<file path="config.mk">
export PLATFORM = sky130hd
export DESIGN_NAME = ccmu_compare_unit
export DESIGN_NICKNAME = d
export VERILOG_FILES = /design/src/ccmu_pkg.sv /design/src/ccmu_compare_unit.sv
export VERILOG_INCLUDE_DIRS = /design/src /design/src/src
export SDC_FILE = /design/constraint.sdc
export NUM_CORES = 1
export LEC_CHECK = 0
export BUFFER_PORTS_ARGS = -buffer_cell sky130_fd_sc_hd__buf_4
export CORE_MARGIN = 2
export CORE_UTILIZATION = 60
export DETAILED_ROUTE_END_ITERATION = 16
export PLACE_DENSITY = 0.9
export SLEW_MARGIN = 10
export SYNTH_ARGS = -nofsm -noshare
export SYNTH_HDL_FRONTEND = slang
export SYNTH_SLANG_ARGS = --single-unit
</file>
<file path="constraint.sdc">
create_clock -name core_clk -period 3.8 [get_ports core_clk]
set_input_delay 0.38 -clock core_clk [delete_from_list [all_inputs] [get_ports core_clk]]
set_output_delay 0.38 -clock core_clk [all_outputs]
set_load 0.005 [all_outputs]
</file>
<file path="src/ccmu_cfg.svh">
// register map, field positions, mode codes and timing counts of the compare match unit
`ifndef CCMU_CFG_SVH
`define CCMU_CFG_SVH

// --------------------------------------------------------------
// register indices on the plain register port
// --------------------------------------------------------------
`define CCMU_ADDR_UNIT1_CTRL  4'h0
`define CCMU_ADDR_UNIT2_CTRL  4'h1
`define CCMU_ADDR_CMP1_LOW    4'h2
`define CCMU_ADDR_CMP1_HIGH   4'h3
`define CCMU_ADDR_CMP2_LOW    4'h4
`define CCMU_ADDR_CMP2_HIGH   4'h5
`define CCMU_ADDR_ALT_PIN     4'h6
`define CCMU_ADDR_IRQ_EN1     4'h7
`define CCMU_ADDR_IRQ_EN2     4'h8
`define CCMU_ADDR_IRQ_FLAG1   4'h9
`define CCMU_ADDR_IRQ_FLAG2   4'ha
`define CCMU_ADDR_TB_LOW      4'hb
`define CCMU_ADDR_TB_HIGH     4'hc
`define CCMU_ADDR_TB_CTRL     4'hd

// --------------------------------------------------------------
// fields and reset values
// --------------------------------------------------------------
`define CCMU_CTRL_MASK        8'h3f
`define CCMU_ALT_MASK         8'h03
`define CCMU_IRQ2_MASK        8'h01
`define CCMU_TBCTRL_MASK      8'h03
`define CCMU_RESET_BYTE       8'h00
`define CCMU_FLAG1_UNIT1_BIT  2
`define CCMU_FLAG1_OVF_BIT    0
`define CCMU_FLAG2_UNIT2_BIT  0
`define CCMU_ALT_UNIT2_BIT    0
`define CCMU_TBCTRL_ON_BIT    0
`define CCMU_TBCTRL_EXT_BIT   1

// --------------------------------------------------------------
// mode select codes
// --------------------------------------------------------------
`define CCMU_MODE_OFF         4'h0
`define CCMU_MODE_TOGGLE      4'h2
`define CCMU_MODE_SET         4'h8
`define CCMU_MODE_CLEAR       4'h9
`define CCMU_MODE_SWINT       4'ha
`define CCMU_MODE_SPECIAL     4'hb

// --------------------------------------------------------------
// timing: instruction clock is the system clock divided by four
// --------------------------------------------------------------
`define CCMU_INSTR_DIV_LAST   2'h3

`endif

</file>
<file path="src/ccmu_pkg.sv">
// types shared by the compare match unit
package ccmu_pkg;

  typedef logic [3:0] ccmu_mode_t;

  typedef struct packed {
    logic [3:0] addr;
    logic [7:0] wdata;
    logic       wr;
    logic       rd;
  } ccmu_bus_req_t;

  typedef struct packed {
    logic out;
    logic driveN;
  } ccmu_pin_t;

endpackage

</file>
<file path="src/ccmu_compare_unit.sv">
// two compare match units sharing one 16-bit time base, with register port and pin routing
//
// Notes on behaviour
// RULE_01: compare register continuously checked against time base
// RULE_02: match performs action chosen by mode
// RULE_03: decode toggle, set, clear, swint, special, off
// RULE_04: every compare mode sets match flag
// RULE_05: software alone clears match flag
// RULE_06: software interrupt mode leaves pin alone
// RULE_07: special event match resets time base
// RULE_08: only second unit starts conversion, when enabled
// RULE_09: special event mode never drives pin
// RULE_10: special trigger asserts in the equality cycle
// RULE_11: time base clears at next count edge
// RULE_12: special trigger never sets overflow flag
// RULE_13: removed match before edge cancels reset
// RULE_14: writing zero control forces latch low
// RULE_15: software sets pin direction to output
// RULE_16: software uses timer or synchronized counter
// RULE_17: time base never clocked at system rate
// RULE_18: instruction-clocked time base holds during sleep
// RULE_19: externally clocked time base runs during sleep
// RULE_20: second unit pin selectable between two pins
// RULE_21: software clears control before changing mode
// RULE_22: match fires once per count value
// RULE_23: pin driven only in toggle, set, clear
`include "ccmu_cfg.svh"

module ccmu_compare_unit
  import ccmu_pkg::*;
(
  input  wire logic          core_clk,
  input  wire logic          rst_n,
  input  wire ccmu_bus_req_t busReq,
  output logic [7:0]         busRdata,
  input  wire logic          sleepMode,
  input  wire logic          extClkPin,
  input  wire logic          adcEnabled,
  output ccmu_pin_t          unit1Pin,
  output ccmu_pin_t          portC1Pin,
  output ccmu_pin_t          portB3Pin,
  output logic [1:0]         specialTrigger,
  output logic               adcStart
);

  // --------------------------------------------------------------
  // decode helpers
  // --------------------------------------------------------------
  function automatic logic isCompareMode(input ccmu_mode_t m);
    return m inside {`CCMU_MODE_TOGGLE, `CCMU_MODE_SET, `CCMU_MODE_CLEAR,
                     `CCMU_MODE_SWINT, `CCMU_MODE_SPECIAL};
  endfunction

  function automatic logic drivesPin(input ccmu_mode_t m);
    return m inside {`CCMU_MODE_TOGGLE, `CCMU_MODE_SET, `CCMU_MODE_CLEAR};
  endfunction

  function automatic logic wrHit(input ccmu_bus_req_t r, input logic [3:0] a);
    return r.wr && (r.addr == a);
  endfunction

  // --------------------------------------------------------------
  // state
  // --------------------------------------------------------------
  logic [7:0]  unitCtrl [2];
  logic [15:0] cmpVal   [2];
  ccmu_mode_t  unitMode [2];
  logic [7:0]  altSel;
  logic [7:0]  irqEn1;
  logic [7:0]  irqEn2;
  logic [7:0]  irqFlag1;
  logic [7:0]  irqFlag2;
  logic [7:0]  tbCtrl;
  logic [15:0] timeBaseCount;
  logic [1:0]  cmpLatch;
  logic [1:0]  eqNow;
  logic [1:0]  eqPrev;
  logic [1:0]  matchEvent;
  logic [1:0]  specialHit;
  logic [1:0]  divCnt;
  logic        extSync1;
  logic        extSync2;
  logic        extSync3;
  logic        tick;
  logic        tbReset;
  logic        tbOverflow;
  logic        tbWrite;
  logic        unit2OnB3;

  // --------------------------------------------------------------
  // match detection
  // --------------------------------------------------------------
  always_comb begin
    for (int u = 0; u < 2; u++) begin
      unitMode[u]   = unitCtrl[u][3:0];
      eqNow[u]      = isCompareMode(unitMode[u]) && (cmpVal[u] == timeBaseCount); // [RULE_01]
      // one event per count value, even though the count holds for several cycles
      matchEvent[u] = eqNow[u] && !eqPrev[u]; // [RULE_22]
      specialHit[u] = eqNow[u] && (unitMode[u] == `CCMU_MODE_SPECIAL); // [RULE_07]
    end
  end

  always_ff @(posedge core_clk) begin
    if (!rst_n) begin
      eqPrev <= 2'h0;
    end else begin
      eqPrev <= eqNow;
    end
  end

  // trigger is combinational so it stands in the very cycle of equality
  assign specialTrigger = specialHit; // [RULE_10]
  assign adcStart       = matchEvent[1] && (unitMode[1] == `CCMU_MODE_SPECIAL) && adcEnabled; // [RULE_08]

  // --------------------------------------------------------------
  // time base clocking
  // --------------------------------------------------------------
  always_ff @(posedge core_clk) begin
    if (!rst_n) begin
      extSync1 <= 1'b0;
      extSync2 <= 1'b0;
      extSync3 <= 1'b0;
    end else begin
      extSync1 <= extClkPin;
      extSync2 <= extSync1;
      extSync3 <= extSync2;
    end
  end

  // instruction clock divider stops in sleep, so the held count resumes on wake
  always_ff @(posedge core_clk) begin
    if (!rst_n) begin
      divCnt <= 2'h0;
    end else if (!sleepMode) begin // [RULE_18]
      divCnt <= divCnt + 2'h1;
    end
  end

  always_comb begin
    tick = 1'b0;
    if (tbCtrl[`CCMU_TBCTRL_ON_BIT]) begin
      if (tbCtrl[`CCMU_TBCTRL_EXT_BIT]) begin
        tick = extSync2 && !extSync3; // [RULE_19]
      end else begin
        tick = !sleepMode && (divCnt == `CCMU_INSTR_DIV_LAST); // [RULE_18]
      end
    end
  end

  // the match is sampled again at the count edge: a rewritten compare value cancels the reset
  assign tbReset    = tick && (|specialHit); // [RULE_11] [RULE_13]
  assign tbOverflow = tick && !tbReset && (timeBaseCount == 16'hffff); // [RULE_12]
  assign tbWrite    = wrHit(busReq, `CCMU_ADDR_TB_LOW) || wrHit(busReq, `CCMU_ADDR_TB_HIGH);

  always_ff @(posedge core_clk) begin
    if (!rst_n) begin
      timeBaseCount <= 16'h0000;
    end else if (wrHit(busReq, `CCMU_ADDR_TB_LOW)) begin
      timeBaseCount[7:0] <= busReq.wdata;
    end else if (wrHit(busReq, `CCMU_ADDR_TB_HIGH)) begin
      timeBaseCount[15:8] <= busReq.wdata;
    end else if (tbReset) begin
      timeBaseCount <= 16'h0000; // [RULE_11]
    end else if (tick) begin
      timeBaseCount <= timeBaseCount + 16'h0001;
    end
  end

  // --------------------------------------------------------------
  // configuration registers
  // --------------------------------------------------------------
  always_ff @(posedge core_clk) begin
    if (!rst_n) begin
      unitCtrl[0] <= `CCMU_RESET_BYTE;
      unitCtrl[1] <= `CCMU_RESET_BYTE;
    end else begin
      if (wrHit(busReq, `CCMU_ADDR_UNIT1_CTRL)) begin
        unitCtrl[0] <= busReq.wdata & `CCMU_CTRL_MASK; // [RULE_03]
      end
      if (wrHit(busReq, `CCMU_ADDR_UNIT2_CTRL)) begin
        unitCtrl[1] <= busReq.wdata & `CCMU_CTRL_MASK; // [RULE_03]
      end
    end
  end

  always_ff @(posedge core_clk) begin
    if (!rst_n) begin
      cmpVal[0] <= 16'h0000;
      cmpVal[1] <= 16'h0000;
    end else begin
      if (wrHit(busReq, `CCMU_ADDR_CMP1_LOW)) begin
        cmpVal[0][7:0] <= busReq.wdata;
      end
      if (wrHit(busReq, `CCMU_ADDR_CMP1_HIGH)) begin
        cmpVal[0][15:8] <= busReq.wdata;
      end
      if (wrHit(busReq, `CCMU_ADDR_CMP2_LOW)) begin
        cmpVal[1][7:0] <= busReq.wdata;
      end
      if (wrHit(busReq, `CCMU_ADDR_CMP2_HIGH)) begin
        cmpVal[1][15:8] <= busReq.wdata;
      end
    end
  end

  always_ff @(posedge core_clk) begin
    if (!rst_n) begin
      altSel <= `CCMU_RESET_BYTE;
      irqEn1 <= `CCMU_RESET_BYTE;
      irqEn2 <= `CCMU_RESET_BYTE;
      tbCtrl <= `CCMU_RESET_BYTE;
    end else begin
      if (wrHit(busReq, `CCMU_ADDR_ALT_PIN)) begin
        altSel <= busReq.wdata & `CCMU_ALT_MASK;
      end
      if (wrHit(busReq, `CCMU_ADDR_IRQ_EN1)) begin
        irqEn1 <= busReq.wdata;
      end
      if (wrHit(busReq, `CCMU_ADDR_IRQ_EN2)) begin
        irqEn2 <= busReq.wdata & `CCMU_IRQ2_MASK;
      end
      if (wrHit(busReq, `CCMU_ADDR_TB_CTRL)) begin
        tbCtrl <= busReq.wdata & `CCMU_TBCTRL_MASK;
      end
    end
  end

  // --------------------------------------------------------------
  // interrupt flags: hardware set wins over a software clear
  // --------------------------------------------------------------
  always_ff @(posedge core_clk) begin
    if (!rst_n) begin
      irqFlag1 <= `CCMU_RESET_BYTE;
      irqFlag2 <= `CCMU_RESET_BYTE;
    end else begin
      irqFlag1 <= wrHit(busReq, `CCMU_ADDR_IRQ_FLAG1) ? busReq.wdata : irqFlag1;
      irqFlag2 <= wrHit(busReq, `CCMU_ADDR_IRQ_FLAG2) ? (busReq.wdata & `CCMU_IRQ2_MASK) : irqFlag2;
      if (matchEvent[0]) begin
        irqFlag1[`CCMU_FLAG1_UNIT1_BIT] <= 1'b1; // [RULE_04] [RULE_06]
      end
      if (tbOverflow) begin
        irqFlag1[`CCMU_FLAG1_OVF_BIT] <= 1'b1; // [RULE_12]
      end
      if (matchEvent[1]) begin
        irqFlag2[`CCMU_FLAG2_UNIT2_BIT] <= 1'b1; // [RULE_04]
      end
    end
  end

  // --------------------------------------------------------------
  // compare output latches
  // --------------------------------------------------------------
  always_ff @(posedge core_clk) begin
    if (!rst_n) begin
      cmpLatch <= 2'h0;
    end else begin
      for (int u = 0; u < 2; u++) begin
        if (wrHit(busReq, u[0] ? `CCMU_ADDR_UNIT2_CTRL : `CCMU_ADDR_UNIT1_CTRL) &&
            (busReq.wdata == `CCMU_RESET_BYTE)) begin
          cmpLatch[u] <= 1'b0; // [RULE_14]
        end else if (unitMode[u] == `CCMU_MODE_OFF) begin
          cmpLatch[u] <= 1'b0; // [RULE_03]
        end else if (matchEvent[u]) begin
          case (unitMode[u]) // [RULE_02]
            `CCMU_MODE_TOGGLE: cmpLatch[u] <= !cmpLatch[u];
            `CCMU_MODE_SET:    cmpLatch[u] <= 1'b1;
            `CCMU_MODE_CLEAR:  cmpLatch[u] <= 1'b0;
            default:           cmpLatch[u] <= cmpLatch[u];
          endcase
        end
      end
    end
  end

  // --------------------------------------------------------------
  // pin routing: enable low while the unit drives
  // --------------------------------------------------------------
  assign unit2OnB3 = altSel[`CCMU_ALT_UNIT2_BIT]; // [RULE_20]

  always_comb begin
    unit1Pin.out     = cmpLatch[0];
    unit1Pin.driveN  = !drivesPin(unitMode[0]); // [RULE_23] [RULE_06] [RULE_09]
    portC1Pin.out    = cmpLatch[1];
    portC1Pin.driveN = !(drivesPin(unitMode[1]) && !unit2OnB3); // [RULE_20] [RULE_23]
    portB3Pin.out    = cmpLatch[1];
    portB3Pin.driveN = !(drivesPin(unitMode[1]) && unit2OnB3); // [RULE_20] [RULE_23]
  end

  // --------------------------------------------------------------
  // register read port, data one cycle after the strobe
  // --------------------------------------------------------------
  always_ff @(posedge core_clk) begin
    if (!rst_n) begin
      busRdata <= `CCMU_RESET_BYTE;
    end else if (busReq.rd) begin
      case (busReq.addr)
        `CCMU_ADDR_UNIT1_CTRL: busRdata <= unitCtrl[0];
        `CCMU_ADDR_UNIT2_CTRL: busRdata <= unitCtrl[1];
        `CCMU_ADDR_CMP1_LOW:   busRdata <= cmpVal[0][7:0];
        `CCMU_ADDR_CMP1_HIGH:  busRdata <= cmpVal[0][15:8];
        `CCMU_ADDR_CMP2_LOW:   busRdata <= cmpVal[1][7:0];
        `CCMU_ADDR_CMP2_HIGH:  busRdata <= cmpVal[1][15:8];
        `CCMU_ADDR_ALT_PIN:    busRdata <= altSel;
        `CCMU_ADDR_IRQ_EN1:    busRdata <= irqEn1;
        `CCMU_ADDR_IRQ_EN2:    busRdata <= irqEn2;
        `CCMU_ADDR_IRQ_FLAG1:  busRdata <= irqFlag1;
        `CCMU_ADDR_IRQ_FLAG2:  busRdata <= irqFlag2;
        `CCMU_ADDR_TB_LOW:     busRdata <= timeBaseCount[7:0];
        `CCMU_ADDR_TB_HIGH:    busRdata <= timeBaseCount[15:8];
        `CCMU_ADDR_TB_CTRL:    busRdata <= tbCtrl;
        default:               busRdata <= `CCMU_RESET_BYTE;
      endcase
    end else begin
      busRdata <= `CCMU_RESET_BYTE;
    end
  end
endmodule

</file>
==> results of run 1 <==
==> worst paths after layout <==
kind / slack (ns) / cells after the start / endpoint / from
max: 0.82 / 6 / adcStart / timeBaseCount[14]
min: 0.20 / 2 / extSync1 / extClkPin
max reg2reg: 1.16 / 6 / timeBaseCount[15] / timeBaseCount[2]
min reg2reg: 0.44 / 1 / extSync2 / extSync1
==> sequential cells by signal, indices dropped and copies added, names as in the netlist <==
register,cells
cmpVal,32
timeBaseCount,16
unitCtrl,12
busRdata,8
irqEn1,8
irqFlag1,8
altSel,2
cmpLatch,2
divCnt,2
eqPrev,2
tbCtrl,2
extSync1,1
extSync2,1
extSync3,1
irqEn2,1
irqFlag2,1
==> kinds of logic after synthesis <==
logic type      after synthesis  share of synthesized area (%)
mux                          25                          4.754
buf+inv                      54                          4.598
xor+xnor                     41                          6.741
flops                        99                          43.21
simple gates                236                          22.59
compound gates              151                          17.66
fa+ha+maj                     2                         0.4464
==> layout make-up <==
type / instances / area share, %
tap: 111 / 2.310
multi-input combinational: 455 / 48.65
sequential: 99 / 40.28
clock buffer: 10 / 2.289
clock inverter: 6 / 0.9779
inverter: 6 / 0.3745
timing repair buffer: 41 / 5.119
==> cells in the final DEF, fill, tap and decap left out, types with 14 or more instances in the layout <==
cell type and instances:
dfxtp_1 55, xnor2_1 14, nor4_1 20, mux2i_1 21
buf_4 41, nor2_1 44, and2_1 29, a21oi_1 42
edfxtp_1 44, o21ai_0 31, nand3_1 27, a22oi_1 17
xor2_1 26, nand2_1 47
==> worst max-delay path: stages (launching register included) <==
cell	delay (ns)
dfxtp_1	0.69
xnor2_4	0.17
o2111ai_2	0.17
or3_4	0.38
or3_2	0.45
nor4_1	0.19
buf_4	0.16
==> layer usage <==
layer,up-vias,wire (um)
met5,-,0
met4,0,896
met3,73,2248
met2,373,8062
met1,2422,6895
li1,2250,-
==> power by group <==
part           internal, mW  switching [mW]
sequential             1.15          0.0627
clock                 0.271           0.412
combinational        0.0944           0.153
==> Yosys cell counts, types with 6 or more instances <==
library cell,n
nand4_1,6
a221oi_1,6
nor2_1,44
clkbuf_1,23
a22oi_1,17
nor2b_1,9
and2_1,29
a21oi_1,42
a31oi_1,7
edfxtp_1,44
o22ai_1,12
nor3_1,10
nand2_1,47
dfxtp_1,55
mux2i_1,21
nand3_1,27
xor2_1,26
o21ai_0,31
buf_2,15
nand2b_1,8
nor4_1,20
xnor2_1,14
inv_1,6
==> per-stage QoR <==
| step | area [um2] | hold slack (ns) | utilization, % | setup WS, ns |
|---|---|---|---|---|
| global route | 6013 | 0.1974 | 65.70 | 0.7264 |
| finish | 6013 | 0.1983 | 65.70 | 0.8205 |
| global placement | 5817 | 0.4136 | 63.55 | 1.260 |
| floorplan | 5605 | 0.4119 | - | 1.584 |
| CTS | 6013 | 0.1900 | 65.70 | 0.8397 |
| detailed placement | 5817 | 0.4192 | 63.55 | 1.214 |
==> flow_metrics.env, run 1 <==
export IMPL_status="complete, no violations"
export IMPL_clock_skew_ns=0.01892
export IMPL_cts_resized_gates=0
export IMPL_viasPerCell=7.030
export IMPL_h_tree_depth=3
export IMPL_path_class="flop to primary output"
export IMPL_drt_iter0_markers=748
export IMPL_grt_max_degree=37
export IMPL_top_usage_layer="met2"
export IMPL_synth_edff_count=44
export IMPL_num_rows=35
export IMPL_post_cts_setup_buffers=0
export IMPL_yosysWarnings=0
export IMPL_port_buffers=35
export IMPL_maxCapViolCount=0
export IMPL_placed_cells=712
export IMPL_period_share_pct=78.41
export IMPL_core_area_mm2=0.009153
export IMPL_fillerInstances=754
export IMPL_clk_path_buf_depth=2
export IMPL_finalHoldViolations=0
export IMPL_wl_um=18100
export IMPL_worst_pin_slew_ns=1.009
export IMPL_dieArea_mm2=0.01013
export IMPL_synth_top_cell_area_share_pct=23.57
export IMPL_fp_dieW_um=100.7
export IMPL_worst_setup_path_start_kind="flop"
export IMPL_hpwl_um=12890
export IMPL_grt_setup_unrepaired="no"
export IMPL_drcViolationCount=0
export IMPL_syn_nets=629
export IMPL_gp_congestion=1.089
export IMPL_synthDistinctLibCells=69
export IMPL_grt_use_met2_pct=56.62
export IMPL_seq_area_frac_synth_pct=43.21
export IMPL_final_cells=728
export IMPL_drive_gt1_share_pct=13.45
export IMPL_grt_pass1_vias=4724
export IMPL_numCtsBuffers=9
export IMPL_regArea_mm2=0.002422
export IMPL_totalPowerFinal_mw=2.148
export IMPL_end_kind="primary output"
export IMPL_synth_main_ff_cell="dfxtp_1"
export IMPL_antenna_cells=0
export IMPL_grt_pass1_wl_um=27300
export IMPL_drv_slew=0
export IMPL_required_ns=3.42
export IMPL_p_leak_nw=2.040
export IMPL_use_met3_pct=9.085
export IMPL_ys_seq_elements=99
export IMPL_maxSlewHeadroom_pct=32.11
export IMPL_grtUsageTotal_pct=36.77
export IMPL_antenna_found_initial=0
export IMPL_clkSlewWorstSetupHoldPaths_ns=0.12
export IMPL_pin_count=36
export IMPL_area_delta_synth_final_pct=7.277
export IMPL_multiInputGateArea_mm2=0.002925
export IMPL_synth_area_mm2=0.005605
export IMPL_period_minus_slack_ns=2.979
export IMPL_final_nets=633
export IMPL_cts_root_buf="clkbuf_8"
export IMPL_wl_per_cell_um=24.86
export IMPL_postSynthCellCount=608
export IMPL_arrival_ns=2.60
export IMPL_ys_async_sr_fraction_pct=0
export IMPL_die_y_um=100.7
export IMPL_hold_class="input port to flop"
export IMPL_finalSetupTns_ns=0
export IMPL_clkLatencyLatePin_ns=0.39
export IMPL_cp_max_fo=8
export IMPL_postCtsHoldBufs=0
export IMPL_vias=5118
export IMPL_cts_tree="built"
export IMPL_syn_avg_cell_area_um2=9.219
export IMPL_met1_usage_pct=48.91
export IMPL_synth_area_leader_cell="edfxtp_1"
export IMPL_drt_pass1_iterations=5
export IMPL_synth_area_leaders="edfxtp_1, dfxtp_1, xor2_1"
export IMPL_setup_viol=0
export IMPL_ant_nets=0
export IMPL_power_density_mw_per_mm2=357.2
export IMPL_ir_worst_vdd_uv=372.4
export IMPL_clock_sinks=99
export IMPL_initial_core_util_pct=61.24
export IMPL_overflow=0
export IMPL_achievable_frequency_mhz=335.6
(Power assumes the default switching activity.)
==> inputs of run 2 (changes only) <==
clock period = 3.1 ns   (was 3.8 ns; I/O delays follow)
==> run 2 against run 1 <==
  * Sequential power grew 22%
  * Global-route usage grew 1.4 points
  * Sequential share of layout area shrank 0.59 points
  * Critical path type unchanged
  * Highest routed layer unchanged
  * Final cell count grew 1.8%
  * Total power grew 23%
  * Combinational power grew 30%
  * Wire length grew 5.0%
  * Register-to-register slack lost 0.45 ns
  * Largest power group unchanged
  * Via count grew 2.2%
==> flow_metrics.env, run 2 (same netlist as run 1, synthesis figures left out) <==
export IMPL_status="complete, no violations"
export IMPL_placed_cells=725
export IMPL_grt_pass1_wl_um=28570
export IMPL_fp_dieW_um=100.7
export IMPL_final_cells=741
export IMPL_finalHoldViolations=0
export IMPL_clkSlewWorstSetupHoldPaths_ns=0.11
export IMPL_worst_setup_path_start_kind="flop"
export IMPL_end_kind="primary output"
export IMPL_cts_resized_gates=0
export IMPL_post_cts_setup_buffers=0
export IMPL_num_rows=35
export IMPL_core_area_mm2=0.009153
export IMPL_power_density_mw_per_mm2=431.8
export IMPL_period_share_pct=90.79
export IMPL_clock_skew_ns=0.01320
export IMPL_reg_top3="cmpVal x32, timeBaseCount x16, unitCtrl x12"
export IMPL_grt_max_degree=33
export IMPL_worstRegToRegCells=6
export IMPL_gp_congestion=1.111
export IMPL_pin_count=36
export IMPL_area_delta_synth_final_pct=8.884
export IMPL_dieArea_mm2=0.01013
export IMPL_worstHoldPathCells=2
export IMPL_clk_path_buf_depth=2
export IMPL_antenna_cells=0
export IMPL_port_buffers=35
export IMPL_achievable_frequency_mhz=355.3
export IMPL_maxSlewHeadroom_pct=37.85
export IMPL_timing_rr_start="timeBaseCount[9]"
export IMPL_maxCapViolCount=0
export IMPL_drv_slew=0
export IMPL_finalSetupTns_ns=0
export IMPL_cp_max_fo=8
export IMPL_overflow=0
export IMPL_hpwl_um=13750
export IMPL_drcViolationCount=0
export IMPL_hold_class="input port to flop"
export IMPL_required_ns=2.79
export IMPL_totalPowerFinal_mw=2.636
export IMPL_grtUsageTotal_pct=38.20
export IMPL_postCtsHoldBufs=0
export IMPL_layout_setup_ws_ns=0.2854
export IMPL_utilization_pct=66.68
export IMPL_drt_iter0_markers=751
export IMPL_grt_pass1_vias=4998
export IMPL_design_area_mm2=0.006103
export IMPL_p_leak_nw=2.098
export IMPL_mostFrequentLayoutCells="dfxtp_1, buf_4, nand2_1"
export IMPL_ir_worst_vdd_uv=363.2
export IMPL_final_nets=646
export IMPL_worstHoldStart="extClkPin"
export IMPL_worst_r2r_setup_slack_ns=0.71
export IMPL_drt_pass1_iterations=7
export IMPL_drive_gt1_share_pct=15.08
export IMPL_holdPathEnd="extSync1"
export IMPL_preCtsSetupSlack_ns=0.7025
export IMPL_worst_pin_slew_ns=0.9237
export IMPL_wl_um=19010
export IMPL_critPathLaunch="timeBaseCount[14]"
export IMPL_placed_area_mm2=0.005914
export IMPL_hold_slack_ns=0.1429
export IMPL_ant_nets=0
export IMPL_grt_setup_unrepaired="no"
export IMPL_reg2reg_to="timeBaseCount[2]"
export IMPL_vias=5229
export IMPL_cts_root_buf="clkbuf_8"
export IMPL_numCtsBuffers=9
export IMPL_clkLatencyLatePin_ns=0.38
export IMPL_viasPerCell=7.057
export IMPL_initial_core_util_pct=61.24
export IMPL_die_y_um=100.7
export IMPL_layout_commonest_cell="dfxtp_1"
export IMPL_period_minus_slack_ns=2.815
export IMPL_largest_register_ffs=32
export IMPL_setup_viol=0
export IMPL_arrival_ns=2.50
export IMPL_regMostFlops="cmpVal"
export IMPL_cts_tree="built"
export IMPL_clock_sinks=99
export IMPL_h_tree_depth=3
export IMPL_antenna_found_initial=0
export IMPL_wl_per_cell_um=25.65
export IMPL_path_class="flop to primary output"
run 2: cell count changes in the layout (fill, tap and decap cells not counted):
cell and delta:
clkinv_4 +1, clkinv_2 -1, inv_6 -1, clkbuf_8 -1, clkbuf_1 +1, buf_4 +13
clkinvlp_4 +1
run 2: worst max-delay path: stages (launching register included):
cell	delay [ns]
dfxtp_1	0.63
xnor2_4	0.17
o2111ai_2	0.16
or3_4	0.38
or3_2	0.45
nor4_1	0.18
buf_4	0.15
run 2: area by class of cell:
type	instances	area, um2
repair buffers	54	405.4
clock buffers	10	127.6
well taps	111	138.9
multi-input cells	455	2925
clock inverters	6	61.31
flip-flops and latches	99	2422
fillers	725	3049
inverters	6	22.52
run 2: power breakdown:
group | switching [mW] | internal, mW
logic | 0.202 | 0.121
clock network | 0.516 | 0.311
registers | 0.0705 | 1.42
total | 0.788 | 1.85
run 2: per-layer routing:
| layer | track usage, % | wire length, um | vias to the layer above |
|---|---|---|---|
| met3 | 10.26 | 2407 | 84 |
| met5 | 0 | 0 | - |
| met1 | 49.02 | 7063 | 2421 |
| met4 | 18.02 | 1007 | 0 |
| met2 | 60.05 | 8530 | 453 |
| li1 | - | - | 2271 |
run 2: how the worst max path moves through the flow:
stage / to / slack (ns) / depth (start not counted)
2_1_floorplan: cmpVal[1][10] / 0.95 / 6
3_3_place_gp: adcStart / 0.77 / 6
3_5_place_dp: timeBaseCount[10] / 0.70 / 6
4_1_cts: adcStart / 0.32 / 6
5_1_grt: adcStart / 0.19 / 6
6_report: adcStart / 0.29 / 6
